<file path="src/gpio_fgh_pkg.sv">
`default_nettype none
package gpio_fgh_pkg;
  // Register word indices, taken from byte address bits [5:2]
  localparam logic [3:0] idx_port_f_data = 4'h9;
  localparam logic [3:0] idx_port_g_data = 4'hA;
  localparam logic [3:0] idx_port_h_data = 4'hB;
  localparam logic [3:0] idx_port_f_dir  = 4'hC;
  localparam logic [3:0] idx_port_g_dir  = 4'hD;
  localparam logic [3:0] idx_port_h_dir  = 4'hE;
  // Port widths
  localparam int f_width = 7;
  localparam int g_width = 3;
  localparam int h_width = 2;
  // Timer-owned port F bits and keypad enable positions
  localparam int f_timer_lo = 4;
  localparam int kbd_g_lo   = 0;
  localparam int kbd_h_lo   = 3;
  // Direction values after reset
  localparam logic [6:0] f_dir_reset = 7'h00;
  localparam logic [2:0] g_dir_reset = 3'h0;
  localparam logic [1:0] h_dir_reset = 2'h0;
  // Timer edge/level select value meaning pin is general purpose
  localparam logic [1:0] els_gpio = 2'h0;
endpackage : gpio_fgh_pkg
`default_nettype wire

</file>
<file path="src/gpio_ports_f_g_h.sv">
`default_nettype none
module gpio_ports_f_g_h
  import gpio_fgh_pkg::*;
(
  input  wire logic        sys_clk,
  input  wire logic        nrst,
  input  wire logic        wb_cyc_i,
  input  wire logic        wb_stb_i,
  input  wire logic        wb_we_i,
  input  wire logic [5:0]  wb_adr_i,
  input  wire logic [3:0]  wb_sel_i,
  input  wire logic [31:0] wb_dat_i,
  output logic      [31:0] wb_dat_o,
  output logic             wb_ack_o,
  output logic             wb_err_o,
  input  wire logic [6:0]  port_f_in,
  output logic      [6:0]  port_f_out,
  output logic      [6:0]  port_f_oe_n,
  input  wire logic [2:0]  port_g_in,
  output logic      [2:0]  port_g_out,
  output logic      [2:0]  port_g_oe_n,
  input  wire logic [1:0]  port_h_in,
  output logic      [1:0]  port_h_out,
  output logic      [1:0]  port_h_oe_n,
  input  wire logic [1:0]  timer_edge_level_select_0,
  input  wire logic [1:0]  timer_edge_level_select_1,
  input  wire logic [1:0]  timer_b_channel_out,
  output logic      [1:0]  timer_b_channel_pin,
  input  wire logic [4:0]  keypad_irq_enable,
  output logic      [4:0]  keypad_wakeup_pin
);
  import gpio_fgh_pkg::*;

  // Directions are reset; latches are kept out of the reset
  typedef struct packed {
    logic [6:0]  f_dir;
    logic [2:0]  g_dir;
    logic [1:0]  h_dir;
    logic        ack;
    logic        err;
    logic [31:0] rdata;
  } ctrl_type;

  typedef struct packed {
    logic [6:0] f_lat;
    logic [2:0] g_lat;
    logic [1:0] h_lat;
  } latch_type;

  ctrl_type  state;
  ctrl_type  next_state;
  latch_type lat;
  latch_type next_lat;

  logic       req;
  logic       wr_lane0;
  logic [3:0] idx;
  logic       hit;
  logic [1:0] timer_owned;
  logic [6:0] f_drive;
  logic [2:0] g_drive;
  logic [1:0] h_drive;
  logic [6:0] f_read;
  logic [2:0] g_read;
  logic [1:0] h_read;

  // New request only when no answer is standing
  assign req      = wb_cyc_i && wb_stb_i && !state.ack && !state.err;
  assign wr_lane0 = req && wb_we_i && wb_sel_i[0];
  assign idx      = wb_adr_i[5:2];
  assign hit      = (wb_adr_i[1:0] == 2'h0) &&
                    (idx >= idx_port_f_data) && (idx <= idx_port_h_dir);

  assign timer_owned[0] = timer_edge_level_select_0 != els_gpio;
  assign timer_owned[1] = timer_edge_level_select_1 != els_gpio;

  // Timer overrides direction on owned pins
  always_comb
  begin
    f_drive = state.f_dir;
    port_f_out = lat.f_lat;
    for (int i = 0; i < 2; i++)
    begin
      if (timer_owned[i])
      begin
        f_drive[f_timer_lo + i]    = 1'b1;
        port_f_out[f_timer_lo + i] = timer_b_channel_out[i];
      end
    end
  end

  // Owned pins carry the timer, free pins follow direction
  timer_f4_drive_a: assert property (@(posedge sys_clk)
    disable iff (!nrst)
    timer_owned[0] |-> !port_f_oe_n[4] &&
    port_f_out[4] == timer_b_channel_out[0])
    else $error("timer pin f4 not driven");
  timer_f5_drive_a: assert property (@(posedge sys_clk)
    disable iff (!nrst)
    timer_owned[1] |-> !port_f_oe_n[5] &&
    port_f_out[5] == timer_b_channel_out[1])
    else $error("timer pin f5 not driven");
  gpio_f4_dir_a: assert property (@(posedge sys_clk)
    disable iff (!nrst) !timer_owned[0] |->
    port_f_oe_n[4] == !state.f_dir[4])
    else $error("gpio pin f4 direction ignored");
  gpio_f5_dir_a: assert property (@(posedge sys_clk)
    disable iff (!nrst) !timer_owned[1] |->
    port_f_oe_n[5] == !state.f_dir[5])
    else $error("gpio pin f5 direction ignored");
  f_low_dir_a: assert property (@(posedge sys_clk)
    disable iff (!nrst)
    port_f_oe_n[3:0] == ~state.f_dir[3:0])
    else $error("port f low pins ignore direction");
  f_top_dir_a: assert property (@(posedge sys_clk)
    disable iff (!nrst)
    port_f_oe_n[6] == !state.f_dir[6])
    else $error("port f pin 6 ignores direction");

  // Keypad enable forces port G input
  assign g_drive = state.g_dir & ~keypad_irq_enable[kbd_g_lo +: g_width];
  // Keypad enable forces port H input
  assign h_drive = state.h_dir & ~keypad_irq_enable[kbd_h_lo +: h_width];

  assign port_f_oe_n = ~f_drive;
  assign port_g_oe_n = ~g_drive;
  assign port_h_oe_n = ~h_drive;
  assign port_g_out  = lat.g_lat;
  assign port_h_out  = lat.h_lat;

  // Keypad use must always leave the pin undriven
  g_keypad_input_a: assert property (@(posedge sys_clk)
    disable iff (!nrst) keypad_irq_enable[0] |-> port_g_oe_n[0])
    else $error("keypad pin g0 driven");
  g_keypad_in1_a: assert property (@(posedge sys_clk)
    disable iff (!nrst) keypad_irq_enable[1] |-> port_g_oe_n[1])
    else $error("keypad pin g1 driven");
  g_keypad_in2_a: assert property (@(posedge sys_clk)
    disable iff (!nrst) keypad_irq_enable[2] |-> port_g_oe_n[2])
    else $error("keypad pin g2 driven");
  h_keypad_in3_a: assert property (@(posedge sys_clk)
    disable iff (!nrst) keypad_irq_enable[3] |-> port_h_oe_n[0])
    else $error("keypad pin h0 driven");
  h_keypad_input_a: assert property (@(posedge sys_clk)
    disable iff (!nrst) keypad_irq_enable[4] |-> port_h_oe_n[1])
    else $error("keypad pin h1 driven");
  g_dir_drive_a: assert property (@(posedge sys_clk)
    disable iff (!nrst) keypad_irq_enable[2:0] == 3'h0 |->
    port_g_oe_n == ~state.g_dir)
    else $error("port g ignores direction");
  h_dir_drive_a: assert property (@(posedge sys_clk)
    disable iff (!nrst) keypad_irq_enable[4:3] == 2'h0 |->
    port_h_oe_n == ~state.h_dir)
    else $error("port h ignores direction");

  // Pin levels handed to the peripherals
  assign timer_b_channel_pin = port_f_in[f_timer_lo +: 2];
  assign keypad_wakeup_pin   = {port_h_in, port_g_in};

  // Port F, G and H reads selected by direction alone
  assign f_read = (state.f_dir & lat.f_lat) | (~state.f_dir & port_f_in);
  assign g_read = (state.g_dir & lat.g_lat) | (~state.g_dir & port_g_in);
  assign h_read = (state.h_dir & lat.h_lat) | (~state.h_dir & port_h_in);

  // Read answers carry the mux value, upper bits zero
  f_read_mux_a: assert property (@(posedge sys_clk)
    disable iff (!nrst)
    req && !wb_we_i && idx == idx_port_f_data && wb_adr_i[1:0] == 2'h0
    |=> wb_dat_o == {25'h0, $past(f_read)})
    else $error("port f read wrong");
  g_read_mux_a: assert property (@(posedge sys_clk)
    disable iff (!nrst)
    req && !wb_we_i && idx == idx_port_g_data && wb_adr_i[1:0] == 2'h0
    |=> wb_dat_o == {29'h0, $past(g_read)})
    else $error("port g read wrong");
  h_read_mux_a: assert property (@(posedge sys_clk)
    disable iff (!nrst)
    req && !wb_we_i && idx == idx_port_h_data && wb_adr_i[1:0] == 2'h0
    |=> wb_dat_o == {30'h0, $past(h_read)})
    else $error("port h read wrong");
  f_dir_read_a: assert property (@(posedge sys_clk)
    disable iff (!nrst)
    req && !wb_we_i && idx == idx_port_f_dir && wb_adr_i[1:0] == 2'h0
    |=> wb_dat_o == {25'h0, $past(state.f_dir)})
    else $error("port f direction read wrong");
  g_dir_read_a: assert property (@(posedge sys_clk)
    disable iff (!nrst)
    req && !wb_we_i && idx == idx_port_g_dir && wb_adr_i[1:0] == 2'h0
    |=> wb_dat_o == {29'h0, $past(state.g_dir)})
    else $error("port g direction read wrong");
  h_dir_read_a: assert property (@(posedge sys_clk)
    disable iff (!nrst)
    req && !wb_we_i && idx == idx_port_h_dir && wb_adr_i[1:0] == 2'h0
    |=> wb_dat_o == {30'h0, $past(state.h_dir)})
    else $error("port h direction read wrong");

  // Register writes and read answer; one-cycle ack then drop
  always_comb
  begin
    next_state = state;
    next_lat   = lat;
    next_state.ack = 1'b0;
    next_state.err = 1'b0;
    if (req)
    begin
      next_state.ack = hit;
      next_state.err = !hit;
      next_state.rdata = 32'h0000_0000;
      case (idx)
        idx_port_f_data: next_state.rdata[6:0] = f_read;
        idx_port_g_data: next_state.rdata[2:0] = g_read;
        idx_port_h_data: next_state.rdata[1:0] = h_read;
        idx_port_f_dir:  next_state.rdata[6:0] = state.f_dir;
        idx_port_g_dir:  next_state.rdata[2:0] = state.g_dir;
        idx_port_h_dir:  next_state.rdata[1:0] = state.h_dir;
        default:         next_state.rdata = 32'h0000_0000;
      endcase
      if (!hit || wb_we_i)
        next_state.rdata = 32'h0000_0000;
      if (wr_lane0 && hit)
      begin
        case (idx)
          idx_port_f_data: next_lat.f_lat = wb_dat_i[6:0];
          idx_port_g_data: next_lat.g_lat = wb_dat_i[2:0];
          idx_port_h_data: next_lat.h_lat = wb_dat_i[1:0];
          idx_port_f_dir:  next_state.f_dir = wb_dat_i[6:0];
          idx_port_g_dir:  next_state.g_dir = wb_dat_i[2:0];
          idx_port_h_dir:  next_state.h_dir = wb_dat_i[1:0];
          default:         next_lat = lat;
        endcase
      end
    end
  end

  // Reset clears directions and bus answer
  always_ff @(posedge sys_clk or negedge nrst)
  begin
    if (!nrst)
    begin
      state.f_dir <= f_dir_reset;
      state.g_dir <= g_dir_reset;
      state.h_dir <= h_dir_reset;
      state.ack   <= 1'b0;
      state.err   <= 1'b0;
      state.rdata <= 32'h0000_0000;
    end
    else
      state <= next_state;
  end

  // Latches have no reset, keep value
  always_ff @(posedge sys_clk)
  begin
    lat <= next_lat;
  end

  assign wb_ack_o = state.ack;
  assign wb_err_o = state.err;
  assign wb_dat_o = state.rdata;

  // Data writes land in the latches whatever the direction
  f_latch_write_a: assert property (@(posedge sys_clk)
    disable iff (!nrst)
    wr_lane0 && hit && idx == idx_port_f_data
    |=> lat.f_lat == $past(wb_dat_i[6:0]))
    else $error("port f latch not written");
  latch_write_a: assert property (@(posedge sys_clk)
    disable iff (!nrst)
    wr_lane0 && hit && idx == idx_port_g_data
    |=> lat.g_lat == $past(wb_dat_i[2:0]))
    else $error("port g latch not written");
  h_latch_write_a: assert property (@(posedge sys_clk)
    disable iff (!nrst)
    wr_lane0 && hit && idx == idx_port_h_data
    |=> lat.h_lat == $past(wb_dat_i[1:0]))
    else $error("port h latch not written");

  // Direction writes keep only the implemented bits
  f_dir_write_a: assert property (@(posedge sys_clk)
    disable iff (!nrst)
    wr_lane0 && hit && idx == idx_port_f_dir
    |=> state.f_dir == $past(wb_dat_i[6:0]))
    else $error("port f direction not written");
  g_dir_write_a: assert property (@(posedge sys_clk)
    disable iff (!nrst)
    wr_lane0 && hit && idx == idx_port_g_dir
    |=> state.g_dir == $past(wb_dat_i[2:0]))
    else $error("port g direction not written");
  h_dir_write_a: assert property (@(posedge sys_clk)
    disable iff (!nrst)
    wr_lane0 && hit && idx == idx_port_h_dir
    |=> state.h_dir == $past(wb_dat_i[1:0]))
    else $error("port h direction not written");

  // Bus answer shape: one pulse, err for holes, no side effect
  ack_pulse_a: assert property (@(posedge sys_clk)
    disable iff (!nrst) wb_ack_o |=> !wb_ack_o)
    else $error("ack longer than one cycle");
  unmapped_err_a: assert property (@(posedge sys_clk)
    disable iff (!nrst)
    req && !hit |=> wb_err_o && !wb_ack_o)
    else $error("unmapped access not refused");
  err_no_write_a: assert property (@(posedge sys_clk)
    disable iff (!nrst)
    req && !hit |=> $stable(state.f_dir) && $stable(state.g_dir) &&
    $stable(state.h_dir))
    else $error("refused access changed a direction");

  // Every pin not owned by the timer is an input right after reset
  dir_reset_a: assert property (@(posedge sys_clk)
    $rose(nrst) |-> state.f_dir == 7'h00 && state.g_dir == 3'h0 &&
    state.h_dir == 2'h0)
    else $error("directions not cleared");
endmodule : gpio_ports_f_g_h
`default_nettype wire

</file>
<file path="config.mk">
export PLATFORM = sky130hd
export DESIGN_NAME = gpio_ports_f_g_h
export DESIGN_NICKNAME = d
export VERILOG_FILES = /design/src/gpio_fgh_pkg.sv /design/src/gpio_ports_f_g_h.sv
export SDC_FILE = /design/constraint.sdc
export NUM_CORES = 1
export LEC_CHECK = 0
export ABC_AREA = 1
export BUFFER_PORTS_ARGS = -buffer_cell sky130_fd_sc_hd__buf_2
export CAP_MARGIN = 0
export CORE_MARGIN = 10
export CORE_UTILIZATION = 47
export DETAILED_ROUTE_END_ITERATION = 10
export PLACE_DENSITY = 0.95
export SETUP_SLACK_MARGIN = 0.15
export SLEW_MARGIN = 5
export SYNTH_ARGS = -nofsm -noshare
export SYNTH_HDL_FRONTEND = slang
export SYNTH_SLANG_ARGS = --single-unit
</file>
<file path="constraint.sdc">
create_clock -name sys_clk -period 2.5 [get_ports sys_clk]
set_input_delay 0.125 -clock sys_clk [delete_from_list [all_inputs] [get_ports sys_clk]]
set_output_delay 0.125 -clock sys_clk [all_outputs]
set_load 0.03 [all_outputs]
</file>
## Word-level counts from Yosys, hierarchy flattened

Cells that the tools add are included.

| storage, ports and cells | value |
|---|---|
| flip-flop bits (word level) | 58 |
| input bits | 70 |
| logic and storage cells | 66 |

| operators by class | value |
|---|---|
| order comparisons | 2 |
| equality and inequality tests | 6 |
| mux-type cells | 9 |
| bitwise logic cells | 19 |
| reductions and logical operators | 21 |

Operators with widths:

| operator | count |
|---|---|
| $mux W34 | 1 |
| $eq A4 B4 Y1 const B | 6 |
| $reduce_and A3 Y1 | 6 |
| $and A7 B7 Y7 | 2 |
| $not A7 Y7 | 2 |
| $pmux W2 S6 | 1 |
| $and A3 B3 Y3 | 3 |
| $not A3 Y3 | 3 |
| $logic_and A1 B1 Y1 | 8 |
| $pmux W4 S2 | 1 |
| $mux W7 | 1 |
| $or A7 B7 Y7 | 1 |
| $and A2 B2 Y2 | 3 |
| $not A2 Y2 | 3 |
| $ge A4 B4 Y1 const B | 1 |
| $le A4 B4 Y1 const B | 1 |
| $mux W1 | 4 |
| $pmux W1 S4 | 1 |
| $reduce_bool A2 Y1 | 2 |
| $logic_not A1 Y1 | 3 |
| $or A3 B3 Y3 | 1 |
| $logic_not A2 Y1 | 1 |
| $or A2 B2 Y2 | 1 |
| $logic_or A1 B1 Y1 | 1 |

## Depth between registers and ports, before layout

Gate-level depths: netlist of the first run.

| logic depth | value |
|---|---|
| depth after elaboration | 7 |
| depth in mapped cells | 9 |
| gate-level depth less buffers | 9 |

## Worst setup path after synthesis of the first run

Ideal clock, no wire load.

| path | value |
|---|---|
| path kind | register to register |
| from | reg state (netlist bit wb_ack_o) |
| to | reg lat[10] in the netlist's numbering, enable pin |
| library setup time | 0.360 ns |
| arrival | 1.519 ns |
| required time | 2.140 ns |
| slack | 0.621 ns |
| stages on the path, launching flop included | 7 |
| period minus slack after synthesis | 1.879 ns |
| cell sequence | dfrtp_1 nor2_1 nand3_1 clkbuf_1 nor2_2 nand3_1 nor2_1 |

| between the ends | value |
|---|---|
| cells in the longest elaborated chain, start to end | 7 |

RTL lines:

| item | line | text |
|---|---|---|
| start: declaration | gpio_ports_f_g_h.sv:50 | `ctrl_type state;` |
| start signal: assignment | gpio_ports_f_g_h.sv:248 | `state <= next_state;` |
| $logic_not A1 Y1 (*) | gpio_ports_f_g_h.sv:68 | `assign req = wb_cyc_i && wb_stb_i && !state.ack && !state.err;` |
| $logic_and A1 B1 Y1 (*) (2 in a row) | gpio_ports_f_g_h.sv:68 |  |
| $logic_and A1 B1 Y1 (2 in a row) | gpio_ports_f_g_h.sv:69 | `assign wr_lane0 = req && wb_we_i && wb_sel_i[0];` |
| $logic_and A1 B1 Y1 | gpio_ports_f_g_h.sv:220 | `if (wr_lane0 && hit)` |
| $reduce_and A3 Y1 (no line) (*) | -- |  |
| end signal: assignment | gpio_ports_f_g_h.sv:254 | `lat <= next_lat;` |
| end: declaration | gpio_ports_f_g_h.sv:52 | `latch_type lat;` |

Every way passes the cells marked *; elsewhere a longest branch is shown, timed or not.
A chain may end at the register's enable or synchronous reset.

## Worst setup path after layout of the first run

| path | value |
|---|---|
| from | reg state (netlist bit wb_ack_o) |
| to | reg lat (netlist bit port_f_out[2]), enable pin |

Same word-level chain as after synthesis.

==> impl_metrics.toml, run 1 <==
[run_status]
status = "finished, final reports clean"

[placed_design]
port_buffers = 81
place_congestion = 0.8841
hpwl_mm = 4.745
dpl_cell_area_um2 = 2380

[timing]
rsz0062_at_grt = "no"
fin_setup_tns_ns = 0
fin_skew_ns = 0.009623
drv_slew = 0
final.period_utilization_pct = 65.47
finalSetupViolCount = 0
post-route-min-period_ns = 1.637
hold_viol_final = 0
max_freq_mhz = 611.0

[synthesis]
postSynthAreaPerCell_um2 = 7.406
ys_ff_latch = 33
syn_inst = 296
yosys.area.top_type = "dfrtp_1"
synth.area.top_cells = "dfrtp_1 (24%), buf_4 (17%), nand2_1 (17%), edfxtp_1 (16%), inv_1 (4.6%)"
ys_warn_count = 0
synth_flop_cell = "dfrtp_1"
synth_cell_types = 23
synth-seq-area-share_pct = 40.41
async_reset_ff_share_pct = 63.64
yosysTopAreaCellShare_pct = 23.97
synth_edf_count = 12
netlist_top_cells_count = "nand2_1 (99), buf_4 (50), inv_1 (27)"
synth.cell_area_um2 = 2192
synth_most_common_cell = "nand2_1"

[floorplanning]
start_util_pct = 49.32
die_h_um = 88.30
die_x_um = 88.30
coreArea_um2 = 4444
die_area_um2 = 7796
io_pins = 135
row_count = 24

[final_layout]
syn2layout_area_growth_pct = 12.73
fin_nets = 429
fin_util_pct = 55.60
fin_area_um2 = 2471
layout-drive-gt1-share_pct = 30.00
num-fill-cells = 453
num_antenna_cells = 0

[global_routing]
grt_pass1_vias = 1929
grt_use_total_pct = 14.80
grt_pass1_wl_mm = 9.052
grt_overflow = 0
grt_max_degree = 22
antenna_found_initial = 0

[worst_setup_path]
required_ns = 2.49
critPathArrivalTime_ns = 1.63
worstSetupEndpoint = "port_f_out[2]"
endpoint_kind = "flop"
cp-startpoint = "wb_ack_o"
startpoint_type = "flop"
r2r_slack_ns = 0.86
critPathKind = "flop to flop"
worstRegToRegCells = 7
r2r_start = "wb_ack_o"
r2r-end = "port_f_out[2]"
crit_fanout = 11

[cts]
path_clk_slew_ns = 0.07
cts_setup_buffers = 0
htreeDepth = 2
cts_buffers = 5
cts.sinks = 33
cts_tree = "built"
clockBufferDepth = 2
cts-resized-gates = 0
cts_root_buf = "clkbuf_8"
clock_latency_ns = 0.29

[routing]
vias_per_cell = 4.655
dr.pass1.iters = 4
drc_errors = 0
totalWireLength_mm = 5.806
wl_per_cell_um = 14.09
vias = 1918
antenna_left = 0
drt_iter0_drc = 121

[min_path]
hold_path_class = "primary input to flop"

[run]
maxCapViolations = 0

[pwr]
p_per_area_nw_per_um2 = 468.9
p_leak_uw = 0.001364
ir_drop_v = 0.0002907
==> flip-flops by register name, indices dropped and copies added, names as in the netlist <==
name        flops
port_g_out      3
port_h_out      2
state           7
lat             2
port_f_out      5
wb_ack_o        1
f_drive         5
wb_err_o        1
wb_dat_o        7
==> layer usage <==
layer  track usage [%]  share of wire (%)
met1             15.98                 38
met2             24.98                 49
met3             5.331                 10
met4             7.783                2.2
met5                 0                  0
==> critical path, cell delays in order, from the launching register on <==
cell	delay, ns
dfrtp_1	0.37
nor2_1	0.13
nand3_1	0.08
buf_4	0.18
nor2_2	0.12
nand3_1	0.16
nor2_1	0.13
buf_4	0.18
==> stage by stage <==
stage	total power (uW)	hold slack (ns)	setup WS [ns]	std cells
after detailed placement	783.1	0.1097	0.8534	403
after CTS	1165	0.01652	0.8306	412
after global placement	779.0	0.1013	0.8815	403
final	1159	0.02337	0.8633	412
after floorplan	749.8	-0.1706	0.6212	320
after global routing	1211	0.01700	0.7193	412
==> power by group <==
group          internal (uW)  leakage (uW)  switching [uW]  total, uW
Clock                    195     0.0000422             188        383
Sequential               565      0.000400            3.13        568
Combinational           54.0      0.000921             153        207
==> cells in the final DEF, fill, tap and decap left out, types with 2 or more instances in the layout <==
cell type,count
o21ai_0,6
inv_1,27
clkbuf_1,2
buf_4,3
or2_2,3
o21ai_1,2
clkbuf_8,5
nand2_1,99
nand3_1,14
nor2_2,6
nor2_1,26
nor3_1,2
nand4_1,14
dfrtp_1,21
inv_2,4
conb_1,25
buf_2,81
mux2_2,2
edfxtp_1,12
==> kinds of logic (layout without fill, tap and decap cells) <==
group	after synthesis	count (layout)	share of synthesized area, %
DFF	33	33	40.41
muxes	2	2	1.027
buffers and inverters	84	124	23.34
AOI/OAI and AO/OA	8	8	1.827
other	1	25	0.1711
and+or+nand+nor	168	168	33.22
==> what timing repair did <==
action,4_1_cts,5_1_grt
hold buffers,1,0
endpoints found under the setup margin,0,0
endpoints found under the hold margin,21,0
==> cell type report <==
type	count	area (um2)	share of cell area, %
Clock buffer	7	76.32	3.089
Clock inverter	1	5.005	0.2025
Inverter	31	116.4	4.709
Multi-Input combinational cell	203	884.6	35.80
Sequential cell	33	885.9	35.85
Tap cell	52	65.06	2.633
Timing Repair Buffer	85	437.9	17.72
==> worst min path at each step <==
stage	start	endpoint	slack, ns	cells past startpoint
2_1_floorplan	nrst	f_drive[0]	-0.17	0
3_3_place_gp	nrst	wb_dat_o[4]	0.10	1
3_5_place_dp	nrst	wb_dat_o[4]	0.11	1
4_1_cts	wb_dat_i[6]	port_f_out[6]	0.02	1
5_1_grt	wb_dat_i[6]	port_f_out[6]	0.02	1
6_report	wb_dat_i[6]	port_f_out[6]	0.02	1
(Power assumes the default switching activity.)
==> run 2: changes to the inputs <==
--- a/config.mk
+++ b/config.mk
@@ -9,9 +9,9 @@
 export BUFFER_PORTS_ARGS = -buffer_cell sky130_fd_sc_hd__buf_2
 export CAP_MARGIN = 0
 export CORE_MARGIN = 10
-export CORE_UTILIZATION = 47
+export CORE_UTILIZATION = 39
 export DETAILED_ROUTE_END_ITERATION = 10
-export PLACE_DENSITY = 0.95
+export PLACE_DENSITY = 0.86
 export SETUP_SLACK_MARGIN = 0.15
 export SLEW_MARGIN = 5
 export SYNTH_ARGS = -nofsm -noshare
==> constraint.sdc (replaced) <==
create_clock -name sys_clk -period 1.4 [get_ports sys_clk]
set_input_delay 0.07 -clock sys_clk [delete_from_list [all_inputs] [get_ports sys_clk]]
set_output_delay 0.07 -clock sys_clk [all_outputs]
set_load 0.03 [all_outputs]
==> run 2 against run 1 <==
The run now ends with setup timing left. Total power is 86% higher. Critical path depth is 2 lower. Flip-flop and latch count did not move. Non-clock buffer count grew 22. Highest routed layer unchanged.
==> impl_metrics.toml, run 2 (synthesized netlist as in run 1, its figures left out) <==
[timing]
hold_viol_final = 0
drv_slew = 0
fin_skew_ns = 0.006643
final.period_utilization_pct = 102.5
setup_ws_ns = -0.03484
post-route-min-period_ns = 1.435
finalSetupViolCount = 12
fin_setup_tns_ns = -0.3487
max_freq_mhz = 696.9
rsz0062_at_grt = "yes"

[worst_setup_path]
critPathArrivalTime_ns = 1.41
slowest_stage = "dfrtp_2"
crit_fanout = 7
endpoint_kind = "flop"
slowest_delay_ns = 0.42
critPathKind = "flop to flop"
required_ns = 1.38
cp_common_cell = "nor2_4"
startpoint_type = "flop"
path_cells = "nor2_4 -> nand3_4 -> nor2_4 -> nand3_4 -> nor2_4"

[floorplanning]
die_area_um2 = 9019
row_count = 27
die_h_um = 94.97
coreArea_um2 = 5473
die_x_um = 94.97
start_util_pct = 40.05
io_pins = 135

[final_layout]
multiInputGateArea_um2 = 997.2
layout-drive-gt1-share_pct = 38.48
num_antenna_cells = 0
fin_nets = 451
seqCellArea_um2 = 888.4
final_common_cell = "nand2_1"
num-fill-cells = 519
mostFrequentLayoutCells = "nand2_1 (91), buf_2 (76), inv_1 (26)"
stdcell_count = 454
syn2layout_area_growth_pct = 28.77

[pwr]
p_total_uw = 2156
p_leak_uw = 0.001489
ir_drop_v = 0.0003352
p_per_area_nw_per_um2 = 763.7

[placed_design]
dp.cells = 433
port_buffers = 81
place_congestion = 0.8424
hpwl_mm = 4.948

[cts]
cts_buffers = 5
path_clk_slew_ns = 0.07
cts_tree = "built"
cts.sinks = 33
htreeDepth = 2
cts_root_buf = "clkbuf_8"
clock_latency_ns = 0.29
clockBufferDepth = 2

[routing]
totalWireLength_mm = 6.408
antenna_left = 0
vias_per_cell = 4.438
wl_per_cell_um = 14.11
drt_iter0_drc = 171
drc_errors = 0
vias = 2015
dr.pass1.iters = 4

[global_routing]
grt_pass1_wl_mm = 9.777
antenna_found_initial = 0
grt_pass1_vias = 2001
grt_max_degree = 22
grt_overflow = 0
grt_use_total_pct = 13.81

[run]
maxCapViolations = 0

[run_status]
status = "complete, but fails checks"
violations = "setup timing"

[min_path]
hold_path_class = "primary input to flop"
==> run 2: changes by cell type in the layout (fill, tap and decap cells not counted), moves of 5 or more <==
cell / delta
nand2_2: +8
buf_4: +18
buf_2: -5
nand2_1: -8
buf_6: +5
nor2_4: +6
==> run 2: layout make-up <==
type	instances	area share (%)
inverter	31	4.122
multi-input combinational	203	35.33
sequential	33	31.47
tap	72	3.191
clock inverter	3	0.6206
timing repair buffer	107	22.83
clock buffer	5	2.438
==> run 2: power breakdown <==
group / internal, uW / leakage (uW) / total, uW / switching (uW)
logic: 139 / 0.00105 / 441 / 302
registers: 1010 / 0.000397 / 1020 / 7.03
clock network: 342 / 0.0000439 / 699 / 356
==> run 2: repair_timing <==
item                                    CTS  global route
hold endpoints to repair                 25             0
setup buffers                             7             1
pin swaps                                10             7
hold buffers                              5             0
resized for setup                        14            18
endpoints found under the setup margin   34            35
==> run 2: layer usage <==
metal,up-vias,wire [um],track usage [%]
li1,1024,-,-
met1,898,2549,16.03
met2,87,3125,23.00
met3,6,658,5.155
met4,0,74,4.613
met5,-,0,0
==> run 2: worst paths after layout <==
path	from	to	slack, ns	cells past startpoint
max	wb_err_o	lat[10]	-0.03	5
min in group asynchronous	nrst	wb_dat_o[6]	0.27	2
min	wb_dat_i[2]	port_g_out[2]	0.03	1
min reg2reg	wb_dat_o[2]	wb_dat_o[2]	0.48	2
max in group asynchronous	nrst	wb_ack_o	0.77	2
max reg2reg	wb_err_o	lat[10]	-0.03	5
==> run 2: stage by stage <==
stage	util (%)	hold slack [ns]	setup slack, ns	instance area (um2)
5_1_grt	51.58	0.01187	-0.1143	2823
4_1_cts	50.62	0.01841	-0.03374	2770
2_1_floorplan	-	-0.2256	-0.1591	2344
3_3_place_gp	46.14	0.05235	-0.04108	2525
6_report	51.58	0.02670	-0.03484	2823
3_5_place_dp	46.14	0.05326	-0.09747	2525
==> run 2: critical path: cells and delay by family, from the launching register on <==
| family | cells | cell delay (ns) |
|---|---|---|
| simple gates | 5 | 0.69 |
| flops | 1 | 0.42 |
